--- src/verilog/jbs_pkg.sv ---
// jbs_pkg: constants, types and helpers shared by the boundary-scan test port.
// Assumes nothing beyond a SystemVerilog-2012 compiler.
package jbs_pkg;

    localparam int IR_W = 4;
    localparam logic [3:0] IR_EXTEST = 4'h0;
    localparam logic [3:0] IR_SAMPLE = 4'h1;
    localparam logic [3:0] IR_CLAMP = 4'h2;
    localparam logic [3:0] IR_HIGHZ = 4'h3;
    localparam logic [3:0] IR_PULSE = 4'h4;
    localparam logic [3:0] IR_TRAIN = 4'h5;
    localparam logic [3:0] IR_IDCODE = 4'h6;
    localparam logic [3:0] IR_BYPASS = 4'hF;
    // value the instruction register takes after a port reset
    localparam logic [3:0] IR_RESET = IR_IDCODE;
    // fixed pattern loaded into the instruction shifter on capture
    localparam logic [3:0] IR_CAPTURE = 4'h1;

    localparam int BSR_LEN = 244;
    localparam int ID_W = 32;
    localparam int NUM_IN = 120;
    localparam int NUM_OUT = 64;
    localparam int NUM_BIDI = 20;
    localparam int ID_VER_LSB = 28;
    localparam int ID_PART_LSB = 12;
    localparam int ID_MFR_LSB = 1;

    typedef enum logic [3:0] {
        S_TLR, S_RTI, S_SEL_DR, S_CAP_DR, S_SH_DR, S_EX1_DR, S_PA_DR, S_EX2_DR, S_UP_DR,
        S_SEL_IR, S_CAP_IR, S_SH_IR, S_EX1_IR, S_PA_IR, S_EX2_IR, S_UP_IR
    } jbs_state_t;

    typedef enum logic [1:0] {SEL_BSR, SEL_ID, SEL_BYP} jbs_sel_t;

    typedef struct packed {
        logic tck;
        logic tms;
        logic tdi;
        logic trst_n;
    } jbs_pins_t;

    // instruction to data register; every unassigned code falls to bypass
    function automatic jbs_sel_t jbs_decode(input logic [3:0] ir);
        case (ir)
            IR_EXTEST, IR_SAMPLE, IR_PULSE, IR_TRAIN: jbs_decode = SEL_BSR;
            IR_IDCODE: jbs_decode = SEL_ID;
            default: jbs_decode = SEL_BYP;
        endcase
    endfunction

    // standard port controller transition on a tck rising edge
    function automatic jbs_state_t jbs_next(input jbs_state_t s, input logic tms);
        case (s)
            S_TLR: jbs_next = tms ? S_TLR : S_RTI;
            S_RTI: jbs_next = tms ? S_SEL_DR : S_RTI;
            S_SEL_DR: jbs_next = tms ? S_SEL_IR : S_CAP_DR;
            S_CAP_DR: jbs_next = tms ? S_EX1_DR : S_SH_DR;
            S_SH_DR: jbs_next = tms ? S_EX1_DR : S_SH_DR;
            S_EX1_DR: jbs_next = tms ? S_UP_DR : S_PA_DR;
            S_PA_DR: jbs_next = tms ? S_EX2_DR : S_PA_DR;
            S_EX2_DR: jbs_next = tms ? S_UP_DR : S_SH_DR;
            S_UP_DR: jbs_next = tms ? S_SEL_DR : S_RTI;
            S_SEL_IR: jbs_next = tms ? S_TLR : S_CAP_IR;
            S_CAP_IR: jbs_next = tms ? S_EX1_IR : S_SH_IR;
            S_SH_IR: jbs_next = tms ? S_EX1_IR : S_SH_IR;
            S_EX1_IR: jbs_next = tms ? S_UP_IR : S_PA_IR;
            S_PA_IR: jbs_next = tms ? S_EX2_IR : S_PA_IR;
            S_EX2_IR: jbs_next = tms ? S_UP_IR : S_SH_IR;
            default: jbs_next = tms ? S_SEL_DR : S_RTI;
        endcase
    endfunction

endpackage

--- src/verilog/jbs_sync.sv ---
// jbs_sync: two-stage synchroniser for a vector of asynchronous levels.
// Assumes each bit is an independent level; no word coherence is given.
`timescale 1ns/10ps
module jbs_sync #(
    parameter int W = 1
) (
    input wire logic mclk,
    input wire logic rst_n,
    input wire logic [W-1:0] d,
    output logic [W-1:0] q
);

    logic [W-1:0] meta;

    // first stage feeds only the second
    always_ff @(posedge mclk or negedge rst_n)
    begin
        if (!rst_n)
        begin
            meta <= '0;
            q <= '0;
        end
        else
        begin
            meta <= d;
            q <= meta;
        end
    end

endmodule // jbs_sync

--- src/verilog/jbs_tap.sv ---
// jbs_tap: boundary-scan test port, instruction decode, data registers, pin muxing.
// Assumes tck/tms/tdi/trst_n and pad inputs are asynchronous to mclk (20 MHz)
// and tck runs well below mclk/4 so every edge is seen; core signals are on mclk.
`timescale 1ns/10ps
module jbs_tap #(
    parameter int NI = jbs_pkg::NUM_IN,
    parameter int NO = jbs_pkg::NUM_OUT,
    parameter int NB = jbs_pkg::NUM_BIDI,
    parameter logic [3:0] ID_VERSION = 4'h3,    // arbitrary value
    parameter logic [15:0] ID_PART = 16'h1234,  // arbitrary value
    parameter logic [10:0] ID_MAKER = 11'h2AB   // arbitrary value
) (
    input wire logic mclk,
    input wire logic rst_n,
    input wire jbs_pkg::jbs_pins_t tap_pins,
    output logic tdo,
    output logic tdo_oe,
    input wire logic [NI-1:0] pad_in,
    input wire logic [NB-1:0] pad_bidi_i,
    input wire logic [NO-1:0] core_out,
    input wire logic [NB-1:0] core_bidi_o,
    input wire logic [NB-1:0] core_bidi_oe,
    output logic [NI-1:0] core_in,
    output logic [NB-1:0] core_bidi_i,
    output logic [NO-1:0] pad_out,
    output logic [NO-1:0] pad_out_oe,
    output logic [NB-1:0] pad_bidi_o,
    output logic [NB-1:0] pad_bidi_oe
);
    import jbs_pkg::*;

    localparam int N = NI + NO + 3 * NB;
    localparam int OUT_B = NI;
    localparam int BI_B = NI + NO;
    localparam int BO_B = NI + NO + NB;
    localparam int BC_B = NI + NO + 2 * NB;
    localparam logic [ID_W-1:0] ID_VALUE = {ID_VERSION, ID_PART, ID_MAKER, 1'b1};

    ////////////////////////////////////////////////////////////////////////////
    // synchronisers and tck edges
    jbs_pins_t pins_s;
    logic [NI+NB-1:0] pads_s;
    logic tck_d;
    logic tck_rise;
    logic tck_fall;

    jbs_sync #(.W(4)) u_pin_sync (
        .mclk(mclk),
        .rst_n(rst_n),
        .d(tap_pins),
        .q(pins_s)
    );

    jbs_sync #(.W(NI + NB)) u_pad_sync (
        .mclk(mclk),
        .rst_n(rst_n),
        .d({pad_bidi_i, pad_in}),
        .q(pads_s)
    );

    // core sees synchronised pads; scan never steers core inputs
    assign core_in = pads_s[NI-1:0];
    assign core_bidi_i = pads_s[NI+NB-1:NI];

    always_ff @(posedge mclk or negedge rst_n)
    begin
        if (!rst_n)
            tck_d <= 1'b0;
        else
            tck_d <= pins_s.tck;
    end

    assign tck_rise = pins_s.tck & ~tck_d;
    assign tck_fall = ~pins_s.tck & tck_d;

    ////////////////////////////////////////////////////////////////////////////
    // port controller
    jbs_state_t state;
    logic [IR_W-1:0] ir;
    logic [IR_W-1:0] ir_sh;
    logic ir_fresh;
    jbs_sel_t sel;

    assign sel = jbs_decode(ir);

    // trst_n wins over any tck activity
    always_ff @(posedge mclk or negedge rst_n)
    begin
        if (!rst_n)
            state <= S_TLR;
        else if (!pins_s.trst_n)
            state <= S_TLR;
        else if (tck_rise)
            state <= jbs_next(state, pins_s.tms);
    end

    // instruction shifter, lsb leaves first
    always_ff @(posedge mclk or negedge rst_n)
    begin
        if (!rst_n)
            ir_sh <= IR_CAPTURE;
        else if (tck_rise && state == S_CAP_IR)
            ir_sh <= IR_CAPTURE;
        else if (tck_rise && state == S_SH_IR)
            ir_sh <= {pins_s.tdi, ir_sh[IR_W-1:1]};
    end

    // a real shift since capture-ir; without one the capture pattern must not load
    always_ff @(posedge mclk or negedge rst_n)
    begin
        if (!rst_n)
            ir_fresh <= 1'b0;
        else if (tck_rise && state == S_CAP_IR)
            ir_fresh <= 1'b0;
        else if (tck_rise && state == S_SH_IR)
            ir_fresh <= 1'b1;
    end

    // active instruction changes only at update-ir; held at idcode in reset
    always_ff @(posedge mclk or negedge rst_n)
    begin
        if (!rst_n)
            ir <= IR_RESET;
        else if (!pins_s.trst_n || state == S_TLR)
            ir <= IR_RESET;
        else if (tck_rise && state == S_UP_IR)
            ir <= ir_fresh ? ir_sh : IR_RESET;
    end

    ////////////////////////////////////////////////////////////////////////////
    // data registers
    logic [N-1:0] bsr_sh;
    logic [N-1:0] bsr_upd;
    logic [N-1:0] cap_vec;
    logic [ID_W-1:0] id_sh;
    logic byp;

    // cell order from tdo: inputs, outputs, bidi in, bidi out, bidi control
    assign cap_vec = {pad_bidi_oe, pad_bidi_o, pads_s[NI+NB-1:NI], pad_out, pads_s[NI-1:0]};

    // capture snapshots pins without touching them; shift moves toward tdo
    always_ff @(posedge mclk or negedge rst_n)
    begin
        if (!rst_n)
            bsr_sh <= '0;
        else if (tck_rise && sel == SEL_BSR && state == S_CAP_DR)
            bsr_sh <= cap_vec;
        else if (tck_rise && sel == SEL_BSR && state == S_SH_DR)
            bsr_sh <= {pins_s.tdi, bsr_sh[N-1:1]};
    end

    // update latch; only reloaded while the chain is selected, so clamp holds it
    always_ff @(posedge mclk or negedge rst_n)
    begin
        if (!rst_n)
            bsr_upd <= '0;
        else if (tck_rise && sel == SEL_BSR && state == S_UP_DR)
            bsr_upd <= bsr_sh;
    end

    always_ff @(posedge mclk or negedge rst_n)
    begin
        if (!rst_n)
            id_sh <= '0;
        else if (tck_rise && sel == SEL_ID && state == S_CAP_DR)
            id_sh <= ID_VALUE;
        else if (tck_rise && sel == SEL_ID && state == S_SH_DR)
            id_sh <= {pins_s.tdi, id_sh[ID_W-1:1]};
    end

    // single stage; captures zero as the standard expects
    always_ff @(posedge mclk or negedge rst_n)
    begin
        if (!rst_n)
            byp <= 1'b0;
        else if (tck_rise && sel == SEL_BYP && state == S_CAP_DR)
            byp <= 1'b0;
        else if (tck_rise && sel == SEL_BYP && state == S_SH_DR)
            byp <= pins_s.tdi;
    end

    ////////////////////////////////////////////////////////////////////////////
    // tdo changes on the falling tck edge so the tester samples a settled bit
    always_ff @(posedge mclk or negedge rst_n)
    begin
        if (!rst_n)
        begin
            tdo <= 1'b0;
            tdo_oe <= 1'b0;
        end
        else if (tck_fall)
        begin
            tdo_oe <= (state == S_SH_IR) || (state == S_SH_DR);
            if (state == S_SH_IR)
                tdo <= ir_sh[0];
            else if (sel == SEL_BSR)
                tdo <= bsr_sh[0];
            else if (sel == SEL_ID)
                tdo <= id_sh[0];
            else
                tdo <= byp;
        end
    end

    ////////////////////////////////////////////////////////////////////////////
    // pin muxing: pulse/train treated as dc extest, ac stimulus is in the pads
    logic drive;
    logic hiz;

    assign drive = (ir == IR_EXTEST) || (ir == IR_PULSE) || (ir == IR_TRAIN) ||
                   (ir == IR_CLAMP);
    assign hiz = (ir == IR_HIGHZ);

    always_ff @(posedge mclk or negedge rst_n)
    begin
        if (!rst_n)
        begin
            pad_out <= '0;
            pad_out_oe <= '0;
            pad_bidi_o <= '0;
            pad_bidi_oe <= '0;
        end
        else
        begin
            pad_out <= drive ? bsr_upd[OUT_B +: NO] : core_out;
            pad_out_oe <= hiz ? '0 : '1;
            pad_bidi_o <= drive ? bsr_upd[BO_B +: NB] : core_bidi_o;
            pad_bidi_oe <= hiz ? '0 : (drive ? bsr_upd[BC_B +: NB] : core_bidi_oe);
        end
    end

    ////////////////////////////////////////////////////////////////////////////
    // assertions

    ir_reset_a: assert property (@(posedge mclk) disable iff (!rst_n)
        !pins_s.trst_n |=> (state == S_TLR && ir == IR_RESET))
        else $error("port reset did not restore idcode");

    id_capture_a: assert property (@(posedge mclk) disable iff (!rst_n)
        (tck_rise && state == S_CAP_DR && ir == IR_IDCODE && pins_s.trst_n)
        |=> id_sh == ID_VALUE && id_sh[0])
        else $error("id capture value wrong");

    byp_path_a: assert property (@(posedge mclk) disable iff (!rst_n)
        (tck_rise && state == S_SH_DR && sel == SEL_BYP && pins_s.trst_n)
        |=> byp == $past(pins_s.tdi))
        else $error("bypass stage did not take tdi");

    reserved_a: assert property (@(posedge mclk) disable iff (!rst_n)
        (ir == 4'h7 || ir[3]) |-> sel == SEL_BYP)
        else $error("unassigned code not decoded as bypass");

    highz_a: assert property (@(posedge mclk) disable iff (!rst_n)
        hiz |=> (pad_out_oe == '0 && pad_bidi_oe == '0))
        else $error("outputs driven under highz");

    clamp_hold_a: assert property (@(posedge mclk) disable iff (!rst_n)
        (ir == IR_CLAMP) [*3] |-> $stable(pad_out) && $stable(pad_bidi_o))
        else $error("clamped outputs changed");

    extest_drive_a: assert property (@(posedge mclk) disable iff (!rst_n)
        (drive && ir != IR_CLAMP) |=> pad_out == $past(bsr_upd[OUT_B +: NO]))
        else $error("output pins not driven from cells");

    sample_a: assert property (@(posedge mclk) disable iff (!rst_n)
        (ir == IR_SAMPLE) |=> pad_out == $past(core_out))
        else $error("sample disturbed normal outputs");

    ir_update_a: assert property (@(posedge mclk) disable iff (!rst_n)
        $changed(ir) |-> ($past(state) == S_UP_IR || state == S_TLR))
        else $error("instruction changed outside update-ir");

    chain_cap_a: assert property (@(posedge mclk) disable iff (!rst_n)
        (tck_rise && state == S_CAP_DR && sel == SEL_BSR && pins_s.trst_n)
        |=> bsr_sh == $past(cap_vec))
        else $error("chain capture wrong");

    cov_id_c: cover property (@(posedge mclk) disable iff (!rst_n)
        tck_rise && state == S_SH_DR && sel == SEL_ID);
    cov_extest_c: cover property (@(posedge mclk) disable iff (!rst_n)
        ir == IR_EXTEST && tck_rise && state == S_UP_DR);
    cov_highz_c: cover property (@(posedge mclk) disable iff (!rst_n) hiz);
    cov_clamp_c: cover property (@(posedge mclk) disable iff (!rst_n) ir == IR_CLAMP);

endmodule // jbs_tap

--- config.mk ---
export PLATFORM = sky130hd
export DESIGN_NAME = jbs_tap
export DESIGN_NICKNAME = d
export VERILOG_FILES = /design/src/verilog/jbs_pkg.sv /design/src/verilog/jbs_sync.sv /design/src/verilog/jbs_tap.sv
export SDC_FILE = /design/constraint.sdc
export NUM_CORES = 1
export LEC_CHECK = 0
export BUFFER_PORTS_ARGS = -buffer_cell sky130_fd_sc_hd__buf_4
export CORE_MARGIN = 5
export CORE_UTILIZATION = 55
export CTS_CLUSTER_SIZE = 28
export DETAILED_ROUTE_END_ITERATION = 8
export PLACE_DENSITY = 0.78
export SYNTH_ARGS = -nofsm -noshare
export SYNTH_HDL_FRONTEND = slang
export SYNTH_SLANG_ARGS = --single-unit
--- constraint.sdc ---
create_clock -name mclk -period 2 [get_ports mclk]
set_input_delay 0.1 -clock mclk [delete_from_list [all_inputs] [get_ports mclk]]
set_output_delay 0.1 -clock mclk [all_outputs]
set_load 0.01 [all_outputs]
==> results by group, run 1 <==
Clock network
  • Total CTS buffers: 80
  • CTS root buffer: clkbuf_16
  • Clock Latency Late Sink: approximately 630 ps
  • CTS Buffer Depth: 3
  • Clk slew on worst S/H paths: roughly 70 ps
  • CTS tree: done
  • H-tree depth: 3
  • Clock Sinks: 790

Global routing
  • GR Overflow Total: 0
  • Initial antenna violation count: 6
  • First-pass GRT wire length: 133 mm
  • Largest net degree at the start of global routing: 93
  • Total GRT Usage: between 20% and 30%
  • Vias in the first global route: ~23k

Power and ir drop
  • Net switching power figure: 7910 uW
  • Comb power frac: between 6 and 7%
  • Power Density: slightly below 900 nW/um2
  • Clock power frac: 45.1%
  • Pint: between 20000 and 30000 uW
  • Cell leakage power: 0.0202 uW
  • Maximum vdd drop: 1.08 mV
  • Switching Fraction: 22.9%
  • Sequential power share: 48.5%

Synth
  • Syn Nets: 2585
  • Post-synth top cells: dfrtp_1 (787), nand2_1 (600), mux2i_1 (245)
  • Post-synth EDFFs: 0
  • Post-synthesis xor/xnor area fraction: 0.0910%
  • Largest family of logic cells by synthesized area: multiplexers
  • Most common cell in the netlist: dfrtp_1
  • Sequential share of the synthesized area: 68.5%
  • Syn avg cell area: around 12 um2
  • Gate Count Post-Synth: roughly 2.3k
  • Yosys reg bits: 790
  • Post-synthesis cell type count: 45
  • Post-Syn Area: 28900 um2
  • Post-synthesis adder-cell area fraction: less than 1%
  • Mux share of post-synthesis cell area: between 10 and 15%
  • Main flop type after synthesis: dfrtp_1
  • Warnings from Yosys: 0
  • Leading area contributor after synthesis: dfrtp_1
  • Share of the synthesized area in the top cell type: 68.2%
  • Synth area leaders: dfrtp_1 (68%), mux2i_1 (8.5%), nand2_1 (7.8%)
  • Synth Area in Compound Gates: 6.04%
  • Async SR Flop Fraction: 100%
  • Simple-Gate Fraction of Synth Area: 8.79%

Worst hold path
  • Hold WC Path Type: input port to flop

Critical path
  • CP Data Required Time: 2520 ps
  • Crit path top cell by count: buf_12
  • Critical Path Source Type: flop
  • Slowest-stage cell, CP: dfrtp_1
  • Crit Path Max Fanout: 44
  • Crit path buffers/inverters: 3
  • Crit path max-delay family: buffers and inverters
  • Slowest cell delay on critical path: 470 ps
  • Worst EP arrival: 2480 ps
  • Critical path class: flop to flop
  • Cell chain of the critical path: and3b_1 > o211ai_1 > buf_4 > buf_12 > buf_12 > nand2_1 > o21ai_1
  • CP endpoint kind: flop

Die
  • # rows: 84
  • # IOs: 560
  • Initial Util: 55.3%
  • Die Y: 239 um
  • Die width: 239 um
  • Core Region: 52200 um2
  • Die ar.: 57200 um2

Timing
  • Final setup skew: 21.3 ps
  • Rel. slew slack: approximately three fifths
  • Min cycle time layout: 1960 ps
  • # setup viols final: 0
  • Final hold vios: 0
  • Measured slew at the worst slew-check pin: 594 ps
  • Count of pins over their slew limit: 0
  • FMAX: around 500 MHz
  • Crit share post-route: a little over nine tenths
  • Total negative setup slack: 0 ps

Status
  • Status: completed

Layout
  • Post-route cell area: 39300 um2
  • Final nets: 3371
  • Area Overhead vs Synth: 36.3%
  • Share of cells above drive strength 1: 26.5%
  • Fillers: 2898

Drt
  • Average routed wire per standard cell: 22.2 um
  • Drt initial violations: 2082
  • DR vias: roughly 21k
  • Final wirelength: 86.0 mm
  • DRC Markers: 0
  • Pre-antenna DRT Iters: 8
  • Antenna Nets Post-Route: 0
  • DR vias/cell: 5.50

Placed design
  • Post-DP Area: 34100 um2
  • PortBufs: 559
  • Dpl hpwl: 50.4 mm
  • Placer congestion estimate: 0.908

Job
  • Max-cap viol count: 0
-- worst reg2reg max path: cells and delay by family (launching register included) --
family	cells	cell delay [ps]
flip-flops	1	470
AND/OR/NAND/NOR	2	360
buffers and inverters	3	660
AO/OA/AOI/OAI	2	360
-- power by group through the flow --
stage | Sequential [uW] | Clock, uW | Combinational [uW]
final | 16700 | 15500 | 2200
after global routing | 16800 | 16400 | 2370
after CTS | 16700 | 15500 | 2170
after detailed placement | 17000 | 0 | 1740
after global placement | 17000 | 0 | 1700
after floorplan | 17000 | 0 | 288
-- metrics by stage --
step           utilization [%]  hold WS (ps)  cells  power [uW]  worst slack [ps]
6_report                  75.3           112   3877       34500              41.9
5_1_grt                   75.3          92.7   3877       35500             -22.2
4_1_cts                   75.3          81.5   3874       34400              88.6
3_5_place_dp              65.3          5.07   3476       18700              75.4
3_3_place_gp              65.3          4.85   3476       18700               171
2_1_floorplan                -          -196   2335       17300               324
-- per-layer routing --
metal	wire [um]	global-route usage (%)	up-vias
met4	3710	11.8	2
met3	6740	7.57	257
met2	42700	49.5	1056
li1	-	-	9285
met1	32900	38.2	10700
met5	11	0	-
-- state kept, by name, summed over array words and instances, names as in the netlist, 4 cells and up --
signal,flops
pad_out,64
u_pad_sync.q,140
bsr_upd,104
pad_bidi_o,20
id_sh,32
bsr_sh,244
pad_bidi_oe,20
u_pin_sync.meta,4
u_pin_sync.q,4
u_pad_sync.meta,140
ir,4
ir_sh,4
state,4
-- worst paths after layout --
kind | start | endpoint | slack (ps) | cells past startpoint
setup / recovery | state[1] | bsr_sh[61] | 40 | 7
hold / removal | pad_in[66] | u_pad_sync.meta[66] | 110 | 2
setup reg to reg | state[1] | bsr_sh[61] | 40 | 7
hold reg to reg | u_pad_sync.meta[123] | u_pad_sync.q[123] | 340 | 0
max in group asynchronous | rst_n | bsr_sh[182] | 1230 | 3
min in group asynchronous | rst_n | bsr_sh[199] | 160 | 3
-- area by class of cell --
class	count	area [um2]	area share (%)
antenna	3	7.51	0.0191
clock buffer	113	2300	5.84
clock inverter	34	417	1.06
inverter	5	18.8	0.0477
multi-input combinational	1342	8010	20.4
sequential	790	19800	50.3
tap	688	861	2.19
timing repair buffer	902	7950	20.2
-- logic make-up (layout without fill, tap and decap cells) --
group,Yosys count,count (layout)
flops,790,790
simple gates,652,652
mux,351,351
compound gates,335,335
buf+inv,203,1054
xor+xnor,3,3
fa+ha+maj,1,1
other cells,0,3
-- cells in the final DEF, fill, tap and decap left out, drive strengths merged, types with 6 or more instances in the layout --
master	count
dfrtp	787
buf	653
nand2	600
o21ai	288
dlygate4sd3	249
mux2i	245
clkbuf	113
mux2	106
a21oi	27
nor2	22
clkinv	17
inv	12
bufinv	7
nor2b	7
nand3	6
-- what timing repair did --
item                                   4_1_cts  5_1_grt
gates cloned                                 0        0
hold buffers                               250        0
gates resized for setup                      0        2
endpoints found under the hold margin      727        0
setup buffers                                1        0
setup endpoints to repair                    1        3
pin swaps                                    1        0
No activity file was read; power rests on OpenSTA's default activity.
==> run 2, diff against run 1 <==
--- a/config.mk
+++ b/config.mk
@@ -11,6 +11,7 @@
 export CTS_CLUSTER_SIZE = 28
 export DETAILED_ROUTE_END_ITERATION = 8
 export PLACE_DENSITY = 0.78
+export RECOVER_POWER = 50
 export SYNTH_ARGS = -nofsm -noshare
 export SYNTH_HDL_FRONTEND = slang
 export SYNTH_SLANG_ARGS = --single-unit
==> run 2 against run 1 <==
Against the previous run:
- global-route usage stayed put
- clock skew is 2.6 ps higher
- combinational power is 3% lower
- worst hold slack better by 19 ps
- cell count stayed put
- design area is 0.47% lower
- non-clock buffer count stayed put
- fmax hardly changed
- count of clock-buffer cells in the layout stayed put
- critical path depth stayed put
- sequential power hardly changed
- critical endpoint unchanged
- power is 0.27% lower
==> results by group, run 2 (synthesis results as in run 1) <==
Die
  • # IOs: 560 (unchanged)
  • Die Y: 239 um (unchanged)
  • Die width: 239 um (unchanged)
  • Core Region: 52200 um2 (unchanged)
  • # rows: 84 (unchanged)
  • Initial Util: 55.3% (unchanged)
  • Die ar.: 57200 um2 (unchanged)

Clock network
  • Clk slew on worst S/H paths: 70 ps (about the same)
  • Clock Sinks: 790 (unchanged)
  • H-tree depth: 3 (unchanged)
  • CTS tree: done
  • Clock Latency Late Sink: 630 ps (about the same)
  • Total CTS buffers: 80 (unchanged)
  • CTS root buffer: clkbuf_16
  • CTS Buffer Depth: 3 (unchanged)

Layout
  • Share of cells above drive strength 1: 26.1% (-0.41 points)
  • Area of the multi-input gates: 8010 um2 (unchanged)
  • Post-route cell area: 39200 um2 (-0.47%)
  • Final nets: 3371 (unchanged)
  • Max reg flops: 244 (unchanged)
  • Commonest cells after routing, fill and taps aside: dfrtp_1 (786), nand2_1 (600), buf_4 (454)
  • Biggest register: bsr_sh
  • Area Overhead vs Synth: 35.6%
  • Biggest regs: bsr_sh (244), u_pad_sync.meta (140), u_pad_sync.q (140)
  • Reg area: 19800 um2 (unchanged)
  • Commonest non-fill, non-tap cell in the layout: dfrtp_1
  • Fillers: 2940 (+1.4%)

Global routing
  • Vias in the first global route: 22.9k (unchanged)
  • Top Usage Layer GRT: met2
  • First-pass GRT wire length: 133 mm (unchanged)
  • GR Overflow Total: 0 (unchanged)
  • Met2 Usage GRT: 49.5% (unchanged)
  • Initial antenna violation count: 7 (+1)
  • GRT met3 Usage: 7.57% (unchanged)
  • Routing usage on met1: 38.2% (unchanged)
  • Largest net degree at the start of global routing: 93 (unchanged)
  • Total GRT Usage: 29.9% (unchanged)

Timing
  • FMAX: 511 MHz (about the same)
  • Count of pins over their slew limit: 0 (unchanged)
  • Measured slew at the worst slew-check pin: 1380 ps (+786 ps)
  • Final setup skew: 23.9 ps (+2.56 ps)
  • Rel. slew slack: 7.99% (-52 points)
  • Min cycle time layout: 1960 ps (+0.609 ps)
  • Final hold vios: 0 (unchanged)
  • Crit share post-route: 97.9% (about the same)
  • # setup viols final: 0 (unchanged)

Drt
  • Final wirelength: 85.9 mm (-0.11%)
  • Average routed wire per standard cell: 22.2 um (-0.11%)
  • Antenna Nets Post-Route: 0 (unchanged)
  • DR vias: 21.3k (+0.075%)
  • DRC Markers: 0 (unchanged)
  • Drt initial violations: 1984 (-4.7%)
  • DR vias/cell: 5.50 (about the same)
  • Pre-antenna DRT Iters: 6 (-2)

Critical path
  • Critical Path Start: state[1]
  • Critical path class: flop to flop
  • Cell chain of the critical path: and3b_1 > o211ai_1 > buf_4 > buf_12 > buf_12 > nand2_1 > o21ai_1
  • Slowest cell delay on critical path: 470 ps (about the same)
  • Crit path buffers/inverters: 3 (unchanged)
  • CP Depth: 7 (unchanged)
  • Worst setup endpoint: bsr_sh[61]
  • R2R Path End: bsr_sh[61]
  • CP endpoint kind: flop
  • Crit path top cell by count: buf_12
  • Crit Path Max Fanout: 44 (unchanged)
  • Worst EP arrival: 2480 ps (about the same)
  • Slowest-stage cell, CP: dfrtp_1
  • Crit path max-delay family: buffers and inverters
  • CP Data Required Time: 2520 ps (about the same)
  • R2R setup slack: 40 ps (about the same)
  • Cell depth of the worst flop-to-flop path: 7 (unchanged)
  • Worst r2r src: state[1]
  • Critical Path Source Type: flop

Power and ir drop
  • Maximum vdd drop: 1.08 mV (about the same)
  • Pwr Total: 34400 uW (-0.27%)
  • Cell leakage power: 0.0201 uW (-0.57%)
  • Power Density: 878 nW/um2 (+0.20%)

Job
  • Max-cap viol count: 0 (unchanged)

Placed design
  • Dpl hpwl: 50.4 mm (unchanged)
  • PortBufs: 559 (unchanged)
  • Post-DP Area: 34100 um2 (unchanged)
  • Placer congestion estimate: 0.908 (unchanged)

Status
  • Status: completed

Worst hold path
  • Hold WC Path Type: input port to flop
  • WHS Path Cells: 2 (unchanged)
[run 2: cell types whose count changed in the layout (fill, tap and decap cells not counted), sizes merged]
cell | previous run | this run
buf | 653 | 489
dlymetal6s4s | 0 | 1
clkbuf | 113 | 276
[run 2: report_power, final]
| group | total, uW | internal [uW] | switching, uW |
|---|---|---|---|
| Clock | 15500 | 9000 | 6510 |
| Sequential | 16700 | 16400 | 337 |
| Combinational | 2130 | 1110 | 1030 |
| Total | 34400 | 26500 | 7880 |
[run 2: final cells by class]
class / count / area share (%)
inverter: 5 / 0.0479
multi-input combinational: 1342 / 20.5
antenna: 3 / 0.0192
timing repair buffer: 902 / 19.8
sequential: 790 / 50.5
clock inverter: 34 / 1.06
clock buffer: 113 / 5.87
tap: 688 / 2.20
[run 2: through the flow]
step	util [%]	setup TNS [ps]	hold slack (ps)	cells	worst slack (ps)
floorplan	-	0	-196	2335	324
global placement	65.3	0	4.85	3476	171
detailed placement	65.3	0	5.07	3476	75.4
CTS	75.3	0	81.5	3874	88.6
global route	75.0	-19.3	112	3877	-19.3
finish	75.0	0	131	3877	41.3
[run 2: layer usage]
layer  up-vias  share of wire (%)
li1       9281                  -
met1     10700                 38
met2      1060                 50
met3       259                7.9
met4         4                4.3
met5         -              0.027
[run 2: worst min-delay path by stage]
stage	from	to	slack (ps)
4_1_cts	pad_in[3]	u_pad_sync.meta[3]	80
6_report	pad_in[66]	u_pad_sync.meta[66]	130
3_3_place_gp	rst_n	bsr_sh[199]	5
3_5_place_dp	rst_n	u_pad_sync.q[135]	5
5_1_grt	pad_in[66]	u_pad_sync.meta[66]	110
2_1_floorplan	rst_n	bsr_sh[0]	-200
[run 2: timing repair]
action                     in CTS  in global routing
hold buffers                  250                  0
buffers inserted                1                  0
hold endpoints to repair      727                  0
gates resized for setup         0                  2
pin swaps                       1                  0
setup endpoints to repair       1                  3
